**src/scf_consts.vh**
```
// Constants for the SPI card response and data token framer
`ifndef SCF_CONSTS_VH
`define SCF_CONSTS_VH

// ----------------------------------------------------------------
// Register offsets (byte addresses on the plain register port)
// ----------------------------------------------------------------
`define SCF_OFS_CTRL        4'h0
`define SCF_OFS_OPCOND      4'h4
`define SCF_OFS_STATUS      4'h8

// ----------------------------------------------------------------
// Reset values
// ----------------------------------------------------------------
`define SCF_RST_BLOCK_LEN   12'h200
`define SCF_RST_OPCOND      32'h00ff8000

// ----------------------------------------------------------------
// Transmit request kinds
// ----------------------------------------------------------------
`define SCF_KIND_R1         3'h0
`define SCF_KIND_R1B        3'h1
`define SCF_KIND_R2         3'h2
`define SCF_KIND_R3         3'h3
`define SCF_KIND_DRESP      3'h4
`define SCF_KIND_DERR       3'h5
`define SCF_KIND_DATA       3'h6

// ----------------------------------------------------------------
// Token bytes and acknowledge codes
// ----------------------------------------------------------------
`define SCF_TOK_START       8'hfe
`define SCF_TOK_START_MULTI 8'hfc
`define SCF_TOK_STOP        8'hfd
`define SCF_BYTE_IDLE       8'hff
`define SCF_BYTE_BUSY       8'h00
`define SCF_ACK_ACCEPTED    3'h2
`define SCF_ACK_CRC_ERR     3'h5
`define SCF_ACK_WRITE_ERR   3'h6

// ----------------------------------------------------------------
// Sticky flag positions in the 15-bit flag vector
// ----------------------------------------------------------------
`define SCF_F_PARAM         0
`define SCF_F_ADDR          1
`define SCF_F_ERSEQ         2
`define SCF_F_COMCRC        3
`define SCF_F_ILLEGAL       4
`define SCF_F_ERRESET       5
`define SCF_F_RANGE         6
`define SCF_F_OVERWRITE     7
`define SCF_F_ERPARAM       8
`define SCF_F_WPVIOL        9
`define SCF_F_ECC           10
`define SCF_F_CTRLERR       11
`define SCF_F_GENERR        12
`define SCF_F_WPSKIP        13
`define SCF_F_LOCKFAIL      14
`define SCF_NFLAGS          15

// Flags cleared when the byte carrying them is sent
`define SCF_CLR_SHORT       15'h003f
`define SCF_CLR_SECOND      15'h7fc0
`define SCF_CLR_DERR        15'h1c40

`endif

```
**src/scf_framer.v**
```verilog
// Device-side SPI response and data token framer with status flag store
`timescale 1ns/10ps
`include "scf_consts.vh"

module scf_framer (
    input  wire        core_clk,
    input  wire        reset_n,
    // SPI pins
    input  wire        spi_clk,
    input  wire        spi_cs_n,
    input  wire        spi_mosi,
    output wire        spi_miso,
    output wire        spi_miso_oe_n,
    // Register port
    input  wire [3:0]  reg_addr,
    input  wire [31:0] reg_wdata,
    input  wire        reg_wr,
    input  wire        reg_rd,
    output wire [31:0] reg_rdata,
    // Transmit requests from the card core
    input  wire        tx_req,
    input  wire [2:0]  tx_kind,
    input  wire [2:0]  tx_ack_code,
    input  wire [15:0] tx_crc,
    output wire        tx_ready,
    input  wire [7:0]  tx_data,
    output wire        tx_data_take,
    // Card state and events
    input  wire [14:0] flag_set,
    input  wire        card_busy,
    input  wire        card_locked,
    input  wire        reset_cmd,
    input  wire        init_done,
    // Received data token stream
    output wire [7:0]  rx_byte,
    output wire        rx_byte_valid,
    output wire        rx_byte_is_crc,
    output wire        rx_block_start,
    output wire        rx_block_multi,
    output wire        rx_stop
);

    // ----------------------------------------------------------------
    // Pin synchronisers and edge detection
    // ----------------------------------------------------------------
    reg [2:0] sclk_q;
    reg [1:0] cs_q;
    reg [1:0] mosi_q;
    reg       cs_act_d1_q;

    always @(posedge core_clk or negedge reset_n) begin
        if (!reset_n) begin
            sclk_q      <= 3'h0;
            cs_q        <= 2'h3;
            mosi_q      <= 2'h3;
            cs_act_d1_q <= 1'b0;
        end else begin
            sclk_q      <= {sclk_q[1:0], spi_clk};
            cs_q        <= {cs_q[0], spi_cs_n};
            mosi_q      <= {mosi_q[0], spi_mosi};
            cs_act_d1_q <= ~cs_q[1];
        end
    end

    wire cs_act  = ~cs_q[1];
    wire cs_fall = cs_act & ~cs_act_d1_q;
    wire sclk_rise = cs_act & sclk_q[1] & ~sclk_q[2];
    wire sclk_fall = cs_act & ~sclk_q[1] & sclk_q[2];

    // ----------------------------------------------------------------
    // Registers
    // ----------------------------------------------------------------
    reg [11:0] blen_q;
    reg [31:0] opcond_q;
    reg [31:0] rdata_q;
    reg [14:0] flag_q;
    reg        idle_q;
    reg        active_q;

    always @(posedge core_clk or negedge reset_n) begin
        if (!reset_n) begin
            blen_q   <= `SCF_RST_BLOCK_LEN;
            opcond_q <= `SCF_RST_OPCOND;
        end else if (reg_wr) begin
            if (reg_addr == `SCF_OFS_CTRL) begin
                blen_q <= reg_wdata[11:0];
            end else if (reg_addr == `SCF_OFS_OPCOND) begin
                opcond_q <= reg_wdata;
            end
        end
    end

    // Status reads here do not clear flags; only the host link does
    always @(posedge core_clk or negedge reset_n) begin
        if (!reset_n) begin
            rdata_q <= 32'h0;
        end else if (reg_rd) begin
            if (reg_addr == `SCF_OFS_CTRL) begin
                rdata_q <= {20'h0, blen_q};
            end else if (reg_addr == `SCF_OFS_OPCOND) begin
                rdata_q <= opcond_q;
            end else if (reg_addr == `SCF_OFS_STATUS) begin
                rdata_q <= {13'h0, active_q, card_locked, idle_q, 1'b0, flag_q};
            end else begin
                rdata_q <= 32'h0;
            end
        end else begin
            rdata_q <= 32'h0;
        end
    end

    assign reg_rdata = rdata_q;

    // ----------------------------------------------------------------
    // Status bytes
    // ----------------------------------------------------------------
    // No underrun or overrun flag exists in this flag set
    wire [7:0] short_byte = {1'b0,
                             flag_q[`SCF_F_PARAM], flag_q[`SCF_F_ADDR],
                             flag_q[`SCF_F_ERSEQ], flag_q[`SCF_F_COMCRC],
                             flag_q[`SCF_F_ILLEGAL], flag_q[`SCF_F_ERRESET],
                             idle_q};
    wire [7:0] second_byte = {flag_q[`SCF_F_RANGE] | flag_q[`SCF_F_OVERWRITE],
                              flag_q[`SCF_F_ERPARAM], flag_q[`SCF_F_WPVIOL],
                              flag_q[`SCF_F_ECC], flag_q[`SCF_F_CTRLERR],
                              flag_q[`SCF_F_GENERR],
                              flag_q[`SCF_F_WPSKIP] | flag_q[`SCF_F_LOCKFAIL],
                              card_locked};
    wire [7:0] derr_byte = {4'h0, flag_q[`SCF_F_RANGE], flag_q[`SCF_F_ECC],
                            flag_q[`SCF_F_CTRLERR], flag_q[`SCF_F_GENERR]};

    // ----------------------------------------------------------------
    // Transmit sequencer
    // ----------------------------------------------------------------
    reg [2:0]  kind_q;
    reg [2:0]  ack_q;
    reg [15:0] crc_q;
    reg [12:0] idx_q;
    reg [7:0]  sr_q;
    reg [2:0]  bit_q;
    reg        oe_n_q;

    reg [7:0]  nb;
    reg        nb_last;
    reg        nb_take;
    reg [14:0] nb_clr;

    wire [12:0] blen_w = {1'b0, blen_q};

    always @* begin
        nb      = `SCF_BYTE_IDLE;
        nb_last = 1'b1;
        nb_take = 1'b0;
        nb_clr  = 15'h0;
        if (active_q) begin
            if (idx_q == 13'h0 && kind_q <= `SCF_KIND_R3) begin
                nb      = short_byte;
                nb_clr  = `SCF_CLR_SHORT;
                nb_last = (kind_q == `SCF_KIND_R1);
            end else begin
                case (kind_q)
                    `SCF_KIND_R1B: begin
                        nb      = card_busy ? `SCF_BYTE_BUSY : `SCF_BYTE_IDLE;
                        nb_last = ~card_busy;
                    end
                    `SCF_KIND_R2: begin
                        nb     = second_byte;
                        nb_clr = `SCF_CLR_SECOND;
                    end
                    `SCF_KIND_R3: begin
                        case (idx_q[2:0])
                            3'h1: nb = opcond_q[31:24];
                            3'h2: nb = opcond_q[23:16];
                            3'h3: nb = opcond_q[15:8];
                            default: nb = opcond_q[7:0];
                        endcase
                        nb_last = (idx_q == 13'h4);
                    end
                    `SCF_KIND_DRESP: begin
                        nb = {4'h0, ack_q, 1'b1};
                    end
                    `SCF_KIND_DERR: begin
                        nb     = derr_byte;
                        nb_clr = `SCF_CLR_DERR;
                    end
                    `SCF_KIND_DATA: begin
                        nb_last = 1'b0;
                        if (idx_q == 13'h0) begin
                            nb = `SCF_TOK_START;
                        end else if (idx_q <= blen_w) begin
                            nb      = tx_data;
                            nb_take = 1'b1;
                        end else if (idx_q == blen_w + 13'h1) begin
                            nb = crc_q[15:8];
                        end else begin
                            nb      = crc_q[7:0];
                            nb_last = 1'b1;
                        end
                    end
                    default: begin
                        nb = `SCF_BYTE_IDLE;
                    end
                endcase
            end
        end
    end

    // A byte is loaded when the chip select falls or after the eighth bit
    wire load_ev = cs_fall | (sclk_fall & (bit_q == 3'h7));

    assign tx_ready     = ~active_q;
    assign tx_data_take = load_ev & nb_take;

    always @(posedge core_clk or negedge reset_n) begin
        if (!reset_n) begin
            active_q <= 1'b0;
            kind_q   <= `SCF_KIND_R1;
            ack_q    <= `SCF_ACK_ACCEPTED;
            crc_q    <= 16'h0;
            idx_q    <= 13'h0;
        end else if (!active_q) begin
            if (tx_req) begin
                active_q <= 1'b1;
                kind_q   <= tx_kind;
                ack_q    <= tx_ack_code;
                crc_q    <= tx_crc;
                idx_q    <= 13'h0;
            end
        end else if (load_ev) begin
            if (nb_last) begin
                active_q <= 1'b0;
            // Saturate so an endless busy wait never wraps back to the status byte
            end else if (idx_q != 13'h1fff) begin
                idx_q <= idx_q + 13'h1;
            end
        end
    end

    // Mode 0: output changes on falling clock, sampled by host on rising
    always @(posedge core_clk or negedge reset_n) begin
        if (!reset_n) begin
            sr_q   <= `SCF_BYTE_IDLE;
            bit_q  <= 3'h0;
            oe_n_q <= 1'b1;
        end else begin
            oe_n_q <= ~cs_act;
            if (!cs_act) begin
                sr_q  <= `SCF_BYTE_IDLE;
                bit_q <= 3'h0;
            end else if (load_ev) begin
                sr_q  <= nb;
                bit_q <= 3'h0;
            end else if (sclk_fall) begin
                sr_q  <= {sr_q[6:0], 1'b1};
                bit_q <= bit_q + 3'h1;
            end
        end
    end

    assign spi_miso      = sr_q[7];
    assign spi_miso_oe_n = oe_n_q;

    // ----------------------------------------------------------------
    // Sticky flags and idle state
    // ----------------------------------------------------------------
    // Set wins over a clear in the same cycle
    wire [14:0] flag_clr = (active_q & load_ev) ? nb_clr : 15'h0;

    always @(posedge core_clk or negedge reset_n) begin
        if (!reset_n) begin
            flag_q <= 15'h0;
            idle_q <= 1'b1;
        end else begin
            flag_q <= (flag_q & ~flag_clr) | flag_set;
            if (reset_cmd) begin
                idle_q <= 1'b1;
            end else if (init_done) begin
                idle_q <= 1'b0;
            end
        end
    end

    // ----------------------------------------------------------------
    // Receive side: data tokens from the host
    // ----------------------------------------------------------------
    reg [7:0]  rx_sr_q;
    reg [2:0]  rx_bit_q;
    reg [12:0] rx_left_q;
    reg [7:0]  rx_byte_q;
    reg        rx_valid_q;
    reg        rx_crc_q;
    reg        rx_start_q;
    reg        rx_multi_q;
    reg        rx_stop_q;

    wire [7:0] rx_full = {rx_sr_q[6:0], mosi_q[1]};
    wire       rx_done = sclk_rise & (rx_bit_q == 3'h7);

    always @(posedge core_clk or negedge reset_n) begin
        if (!reset_n) begin
            rx_sr_q    <= 8'h0;
            rx_bit_q   <= 3'h0;
            rx_left_q  <= 13'h0;
            rx_byte_q  <= 8'h0;
            rx_valid_q <= 1'b0;
            rx_crc_q   <= 1'b0;
            rx_start_q <= 1'b0;
            rx_multi_q <= 1'b0;
            rx_stop_q  <= 1'b0;
        end else begin
            rx_valid_q <= 1'b0;
            rx_start_q <= 1'b0;
            rx_stop_q  <= 1'b0;
            if (!cs_act) begin
                rx_bit_q <= 3'h0;
            end else if (sclk_rise) begin
                rx_sr_q  <= rx_full;
                rx_bit_q <= rx_bit_q + 3'h1;
            end
            if (rx_done) begin
                if (rx_left_q != 13'h0) begin
                    rx_byte_q  <= rx_full;
                    rx_valid_q <= 1'b1;
                    rx_crc_q   <= (rx_left_q <= 13'h2);
                    rx_left_q  <= rx_left_q - 13'h1;
                end else if (rx_full == `SCF_TOK_START ||
                             rx_full == `SCF_TOK_START_MULTI) begin
                    rx_start_q <= 1'b1;
                    rx_multi_q <= (rx_full == `SCF_TOK_START_MULTI);
                    rx_left_q  <= blen_w + 13'h2;
                end else if (rx_full == `SCF_TOK_STOP) begin
                    rx_stop_q  <= 1'b1;
                    rx_multi_q <= 1'b0;
                end
            end
        end
    end

    assign rx_byte        = rx_byte_q;
    assign rx_byte_valid  = rx_valid_q;
    assign rx_byte_is_crc = rx_crc_q;
    assign rx_block_start = rx_start_q;
    assign rx_block_multi = rx_multi_q;
    assign rx_stop        = rx_stop_q;

endmodule

```
**config.mk**
```make
export PLATFORM = sky130hd
export DESIGN_NAME = scf_framer
export DESIGN_NICKNAME = d
export VERILOG_FILES = /design/src/scf_framer.v
export VERILOG_INCLUDE_DIRS = /design/src /design/src/src
export SDC_FILE = /design/constraint.sdc
export NUM_CORES = 1
export LEC_CHECK = 0
export BUFFER_PORTS_ARGS = -buffer_cell sky130_fd_sc_hd__buf_2
export CAP_MARGIN = 10
export CORE_AREA = 2 2 167 169
export CTS_CLUSTER_SIZE = 10
export DETAILED_ROUTE_END_ITERATION = 8
export DIE_AREA = 0 0 169 171
export SETUP_SLACK_MARGIN = 0.2
export SLEW_MARGIN = 25
export SYNTH_ARGS = -nofsm -noshare
export SYNTH_HDL_FRONTEND = slang
export SYNTH_SLANG_ARGS = --single-unit
export TNS_END_PERCENT = 10
```
**constraint.sdc**
```tcl
create_clock -name core_clk -period 7.3 [get_ports core_clk]
set_input_delay 0 -clock core_clk [delete_from_list [all_inputs] [get_ports core_clk]]
set_output_delay 0 -clock core_clk [all_outputs]
set_load 0.02 [all_outputs]
```
==> impl_metrics.env, run 1 <==
export IMPL_status="finished, final reports clean"
export IMPL_syn_area_um2=9390
export IMPL_worst_pin_slew_ns=0.887
export IMPL_async_reset_ff_share_pct=100
export IMPL_synth_top_family_by_area="simple AND/OR/NAND/NOR gates"
export IMPL_fin_crit_sh_pct=45.6
export IMPL_antenna_found_initial=0
export IMPL_cts_clk_slew_worst_paths_ns=0.07
export IMPL_clock_path_buffers=2
export IMPL_fp_dieW_um=169
export IMPL_final_antenna_net_count=0
export IMPL_worstSetupEndpointType="register"
export IMPL_finalNonFillerCells=1497
export IMPL_fin_setup_tns_ns=0
export IMPL_start_kind="register"
export IMPL_hold_slack_ns=0.0341
export IMPL_synth_edf_count=0
export IMPL_fp_row_count=61
export IMPL_drt_iter0_drc=657
export IMPL_crit_type="reg -> reg"
export IMPL_ys_ff_latch=184
export IMPL_worst_path_stages=9
export IMPL_peakVddDrop_v=0.000136
export IMPL_max_cap_violations=0
export IMPL_grt_max_degree=120
export IMPL_leakagePower_uw=0.00546
export IMPL_yosysSeqAreaShare_pct=49.4
export IMPL_routedWlPerCell_um=17.6
export IMPL_syn_nets=1057
export IMPL_powerDensity_nw_per_um2=265
export IMPL_synth_compound_area_share_pct=15.0
export IMPL_yosys_area_top_type_share_pct=42.4
export IMPL_grt_pass1_wl_mm=41.6
export IMPL_critical_path_cell_chain="inv_1, ha_1, nor3b_1, nand4_1, a311oi_2, a21boi_1, nand2_1, a2111o_1, o21ai_1"
export IMPL_setup_violations=0
export IMPL_yosys_most_used_dff="dfrtp_1"
export IMPL_ff2ff_path_depth=9
export IMPL_netlist_instances=939
export IMPL_r2r_slack_ns=3.97
export IMPL_min_path_cells=5
export IMPL_crit_fanout=11
export IMPL_cts_root_buf="clkbuf_16"
export IMPL_maxSlewViolCount=0
export IMPL_period_needed_ns=3.33
export IMPL_skew_ns=0.0140
export IMPL_nets=1255
export IMPL_first_global_vias=7613
export IMPL_cp_top_family="compound AO/OA/AOI/OAI gates"
export IMPL_dp_cells=1382
export IMPL_relSlewSlack_pct=40.8
export IMPL_synth_simple_gate_area_share_pct=17.6
export IMPL_cp_num_buf_inv=1
export IMPL_htree_levels=4
export IMPL_wl_mm=26.3
export IMPL_clock_latency_ns=0.44
export IMPL_worstHoldPathType="in -> reg"
export IMPL_cts_tree="built"
export IMPL_cp_arrival_ns=3.69
export IMPL_muxShareOfSynthArea_pct=8.38
export IMPL_drc=0
export IMPL_synth_adder_area_share_pct=3.33
export IMPL_yosys_top_cells_area="dfrtp_1, mux2_2, dfstp_2"
export IMPL_clock_fmax_mhz=300
export IMPL_slowest_delay_ns=0.74
export IMPL_fp_coreArea_um2=27300
export IMPL_via_per_inst=5.20
export IMPL_cts_num_sinks=184
export IMPL_syn_area_per_cell_um2=10.0
export IMPL_synth_xor_area_share_pct=2.52
export IMPL_worstPathRequired_ns=7.66
export IMPL_layout_drive_gt1_share_pct=24.8
export IMPL_ios=142
export IMPL_vias=7778
export IMPL_first_pass_iters=5
export IMPL_yosysTopAreaCell="dfrtp_1"
export IMPL_start_util_pct=34.4
export IMPL_syn2layout_area_growth_pct=25.4
export IMPL_overflow=0
export IMPL_ys_types=72
export IMPL_numCtsBuffers=17
export IMPL_fp_dieH_um=171
export IMPL_postCtsSetupBuffers=0
export IMPL_io_buffer_count=141
export IMPL_die_area_um2=28900
export IMPL_finalHoldViolations=0
export IMPL_gp_congestion=0.904
export IMPL_gr_usage_all_layers_pct=18.4
export IMPL_yosys_warnings=0
export IMPL_slowest_stage="a21boi_1"
export IMPL_dpl_hpwl_mm=19.2
export IMPL_rsz0062_at_grt="no"
-- path summary, 6_finish.rpt --
path | startpoint | to
min in group asynchronous | reset_n | blen_q[8]
hold reg to reg | sclk_q[0] | sclk_q[1]
setup / recovery | idx_q[0] | idx_q[5]
setup reg to reg | idx_q[0] | idx_q[5]
max in group asynchronous | reset_n | crc_q[7]
hold / removal | tx_data[7] | sr_q[7]
-- cell usage after synthesis, types with 7 or more instances --
library cell / count
dfrtp_1: 159
nand2_1: 132
mux2_2: 60
nor2_1: 57
o21ai_0: 44
inv_1: 41
a21oi_1: 36
nand3_1: 31
clkbuf_1: 30
dfstp_2: 25
ha_1: 25
nor2b_1: 22
o22ai_1: 21
a21o_1: 20
xnor2_1: 19
and2_1: 17
nor3_1: 13
nand4_1: 12
a22oi_1: 11
o21ai_1: 11
mux2i_1: 10
o211ai_1: 10
xor2_1: 8
a211oi_1: 7
and3_1: 7
or2_2: 7
-- tightest hold or removal path, delay by kind of cell --
kind | cells | cell delay, ns
simple gates | 2 | 0.14
compound gates | 2 | 0.22
buf+inv | 1 | 0.11
-- stage by stage --
step	instance area [um2]	utilization [%]	total power, uW	worst slack (ns)
final	11800	43.1	3120	3.97
after global routing	11800	43.1	3310	3.64
after CTS	11800	43.1	3140	4.03
after detailed placement	10400	37.9	2180	4.05
after global placement	10400	37.9	2170	4.15
after floorplan	9390	-	1920	4.63
-- report_power, final --
group          internal, uW  total, uW  leakage, uW  switching, uW
sequential             1210       1430      0.00229            218
clock                   457        915     0.000284            458
combinational           347        778      0.00289            431
-- area by class of cell --
class                           instances  area (um2)
Fill cell                            2623       15500
Tap cell                              346         433
Multi-Input combinational cell        667        4410
Clock inverter                         15         159
Inverter                               42         158
Timing Repair Buffer                  225        1550
Sequential cell                       184        4640
Antenna cell                            1        2.50
Clock buffer                           17         425
-- cell usage in the layout, fill, tap and decap left out, types with 31 or more instances in the layout --
| cell type | count |
|---|---|
| a21oi_1 | 36 |
| buf_2 | 140 |
| dfrtp_1 | 159 |
| dlygate4sd3_1 | 82 |
| inv_1 | 41 |
| mux2_2 | 60 |
| nand2_1 | 131 |
| nand3_1 | 31 |
| nor2_1 | 57 |
| o21ai_0 | 44 |
-- cell families after synthesis --
kind of cell / Yosys count
flops: 184
buf+inv: 88
xor+xnor: 27
compound gates: 210
fa+ha+maj: 25
mux: 71
simple gates: 334
-- metal layers --
layer	up-vias	global-route usage [%]	part of all wire [%]
li1	3730	-	-
met1	3801	26.6	47
met2	222	28.4	47
met3	25	2.82	4.8
met4	0	5.76	1.7
met5	-	0	0
-- repair_timing --
| item | in CTS | in global routing |
|---|---|---|
| gates resized for setup | 0 | 0 |
| hold buffers | 82 | 0 |
| endpoints found under the hold margin | 197 | 0 |
-- sequential cells by signal (all words and copies together), names as in the netlist, 12 cells and up --
register   flops
flag_q        15
reg_rdata     32
idx_q         13
crc_q         16
rx_left_q     13
opcond_q      32
blen_q        12
No activity file was read; power rests on OpenSTA's default activity.
==> run 2: changes to the inputs <==
==> constraint.sdc (replaced) <==
create_clock -name core_clk -period 3.27 [get_ports core_clk]
set_input_delay 0 -clock core_clk [delete_from_list [all_inputs] [get_ports core_clk]]
set_output_delay 0 -clock core_clk [all_outputs]
set_load 0.02 [all_outputs]
==> run 2 against run 1 <==
Compared with the run above:
- clock skew about the same
- highest routed layer unchanged
- largest cell class unchanged
- flip-flop and latch count unchanged
- design area increased by 1.3%
- critical path depth unchanged
- worst setup slack got worse by 3.7 ns
- clock power increased by 130%
==> impl_metrics.env, run 2 (same netlist as run 1, synthesis figures left out) <==
export IMPL_status="finished, final reports clean"
export IMPL_rsz0062_at_grt="yes"
export IMPL_worstPathRequired_ns=3.27
export IMPL_seqPwrFrac_pct=44.6
export IMPL_finalHoldViolations=0
export IMPL_start_kind="register"
export IMPL_cts_num_sinks=184
export IMPL_wl_mm=26.8
export IMPL_intPower_uw=4560
export IMPL_htree_levels=4
export IMPL_p_sw_uw=2500
export IMPL_period_needed_ns=3.05
export IMPL_grt_max_degree=91
export IMPL_syn2layout_area_growth_pct=27.0
export IMPL_slowest_delay_ns=0.62
export IMPL_final_common_cell="dfrtp_1"
export IMPL_fp_dieH_um=171
export IMPL_fp_coreArea_um2=27300
export IMPL_cts_clk_slew_worst_paths_ns=0.08
export IMPL_setup_violations=0
export IMPL_clockPowerShare_pct=29.1
export IMPL_final_antenna_net_count=0
export IMPL_p_sw_share_pct=35.4
export IMPL_gp_congestion=0.943
export IMPL_fin_crit_sh_pct=93.1
export IMPL_drt_iter0_drc=496
export IMPL_ios=142
export IMPL_cts_root_buf="clkbuf_16"
export IMPL_critical_path_cell_chain="inv_1, ha_1, nand4_1, or4_1, o21ai_1, a32oi_1, buf_4, nor4_4, buf_2"
export IMPL_start_util_pct=34.4
export IMPL_finalNonFillerCells=1514
export IMPL_fp_dieW_um=169
export IMPL_leakagePower_uw=0.00555
export IMPL_skew_ns=0.0142
export IMPL_dpl_hpwl_mm=19.9
export IMPL_layout_drive_gt1_share_pct=25.9
export IMPL_first_global_vias=7816
export IMPL_worst_pin_slew_ns=0.768
export IMPL_relSlewSlack_pct=48.8
export IMPL_grt_pass1_wl_mm=42.5
export IMPL_antenna_found_initial=1
export IMPL_overflow=0
export IMPL_numCtsBuffers=17
export IMPL_worstHoldPathType="in -> reg"
export IMPL_crit_fanout=7
export IMPL_comb_power_share_pct=26.3
export IMPL_crit_type="reg -> out"
export IMPL_slowest_stage="dfstp_2"
export IMPL_nets=1272
export IMPL_cp_arrival_ns=3.05
export IMPL_clock_fmax_mhz=328
export IMPL_worstSetupEndpointType="output pin"
export IMPL_fin_util_pct=43.6
export IMPL_dp_cells=1397
export IMPL_drc=0
export IMPL_routedWlPerCell_um=17.7
export IMPL_vias=7925
export IMPL_die_area_um2=28900
export IMPL_max_cap_violations=0
export IMPL_peakVddDrop_v=0.000351
export IMPL_gr_usage_all_layers_pct=18.8
export IMPL_power_total_uw=7060
export IMPL_via_per_inst=5.23
export IMPL_clock_latency_ns=0.44
export IMPL_io_buffer_count=141
export IMPL_fin_setup_tns_ns=0
export IMPL_powerDensity_nw_per_um2=592
export IMPL_final_cell_mix="dfrtp_1, buf_2, nand2_1"
export IMPL_fp_row_count=61
export IMPL_first_pass_iters=5
export IMPL_cts_tree="built"
export IMPL_maxSlewViolCount=0
export IMPL_clock_path_buffers=2
## run 2: metrics by stage
stage          hold slack [ns]  cell area [um2]  setup WS, ns
2_1_floorplan           -0.296             9390         0.605
3_3_place_gp             0.105            10500         0.339
3_5_place_dp             0.106            10500         0.249
4_1_cts                0.00721            11900         0.218
5_1_grt                 0.0849            11900        0.0925
6_report                0.0227            11900         0.225
## run 2: critical path: cells and delay by family, from the launching register on
kind,cells,cell delay [ns]
and+or+nand+nor,3,0.91
DFF,1,0.62
buffers and inverters,3,0.56
adders and majority gates,1,0.31
AOI/OAI and AO/OA,2,0.22
## run 2: power by group through the flow
stage	logic, uW	registers [uW]	clock network [uW]
final	1850	3140	2060
after global routing	2060	3200	2190
after CTS	1840	3140	2110
after detailed placement	1750	3180	0
after global placement	1720	3180	0
after floorplan	1330	2960	0
## run 2: worst paths after layout
path | from | to | slack, ns | cells past startpoint
worst max-delay path | blen_q[9] | tx_data_take | 0.22 | 9
worst min-delay path | tx_data[7] | sr_q[7] | 0.02 | 5
worst max register to register | blen_q[0] | idx_q[9] | 0.30 | 8
worst min register to register | sclk_q[0] | sclk_q[1] | 0.35 | 0
max in group asynchronous | reset_n | rx_byte_valid | 2.18 | 3
min in group asynchronous | reset_n | reg_rdata[8] | 0.16 | 2
## run 2: cell type report
cell class	instances	area [um2]
antenna	1	2.50
inverter	42	158
tap	346	433
multi-input combinational	667	4410
clock buffer	18	439
sequential	184	4640
timing repair buffer	242	1690
clock inverter	14	151
fill	2629	15400
## run 2: routing by layer
layer | routed length, um | vias up | global-route usage [%]
met4 | 721 | 0 | 7.06
met3 | 1100 | 45 | 2.73
met1 | 12700 | 3896 | 27.0
li1 | - | 3753 | -
met2 | 12300 | 231 | 29.0
met5 | 0 | - | 0
## run 2: what timing repair did
action / in CTS / in global routing
endpoints found under the setup margin: 1 / 14
hold buffers: 82 / 0
hold endpoints to repair: 164 / 0
gates resized for setup: 2 / 1
pin swaps: 0 / 1
setup buffers: 0 / 2
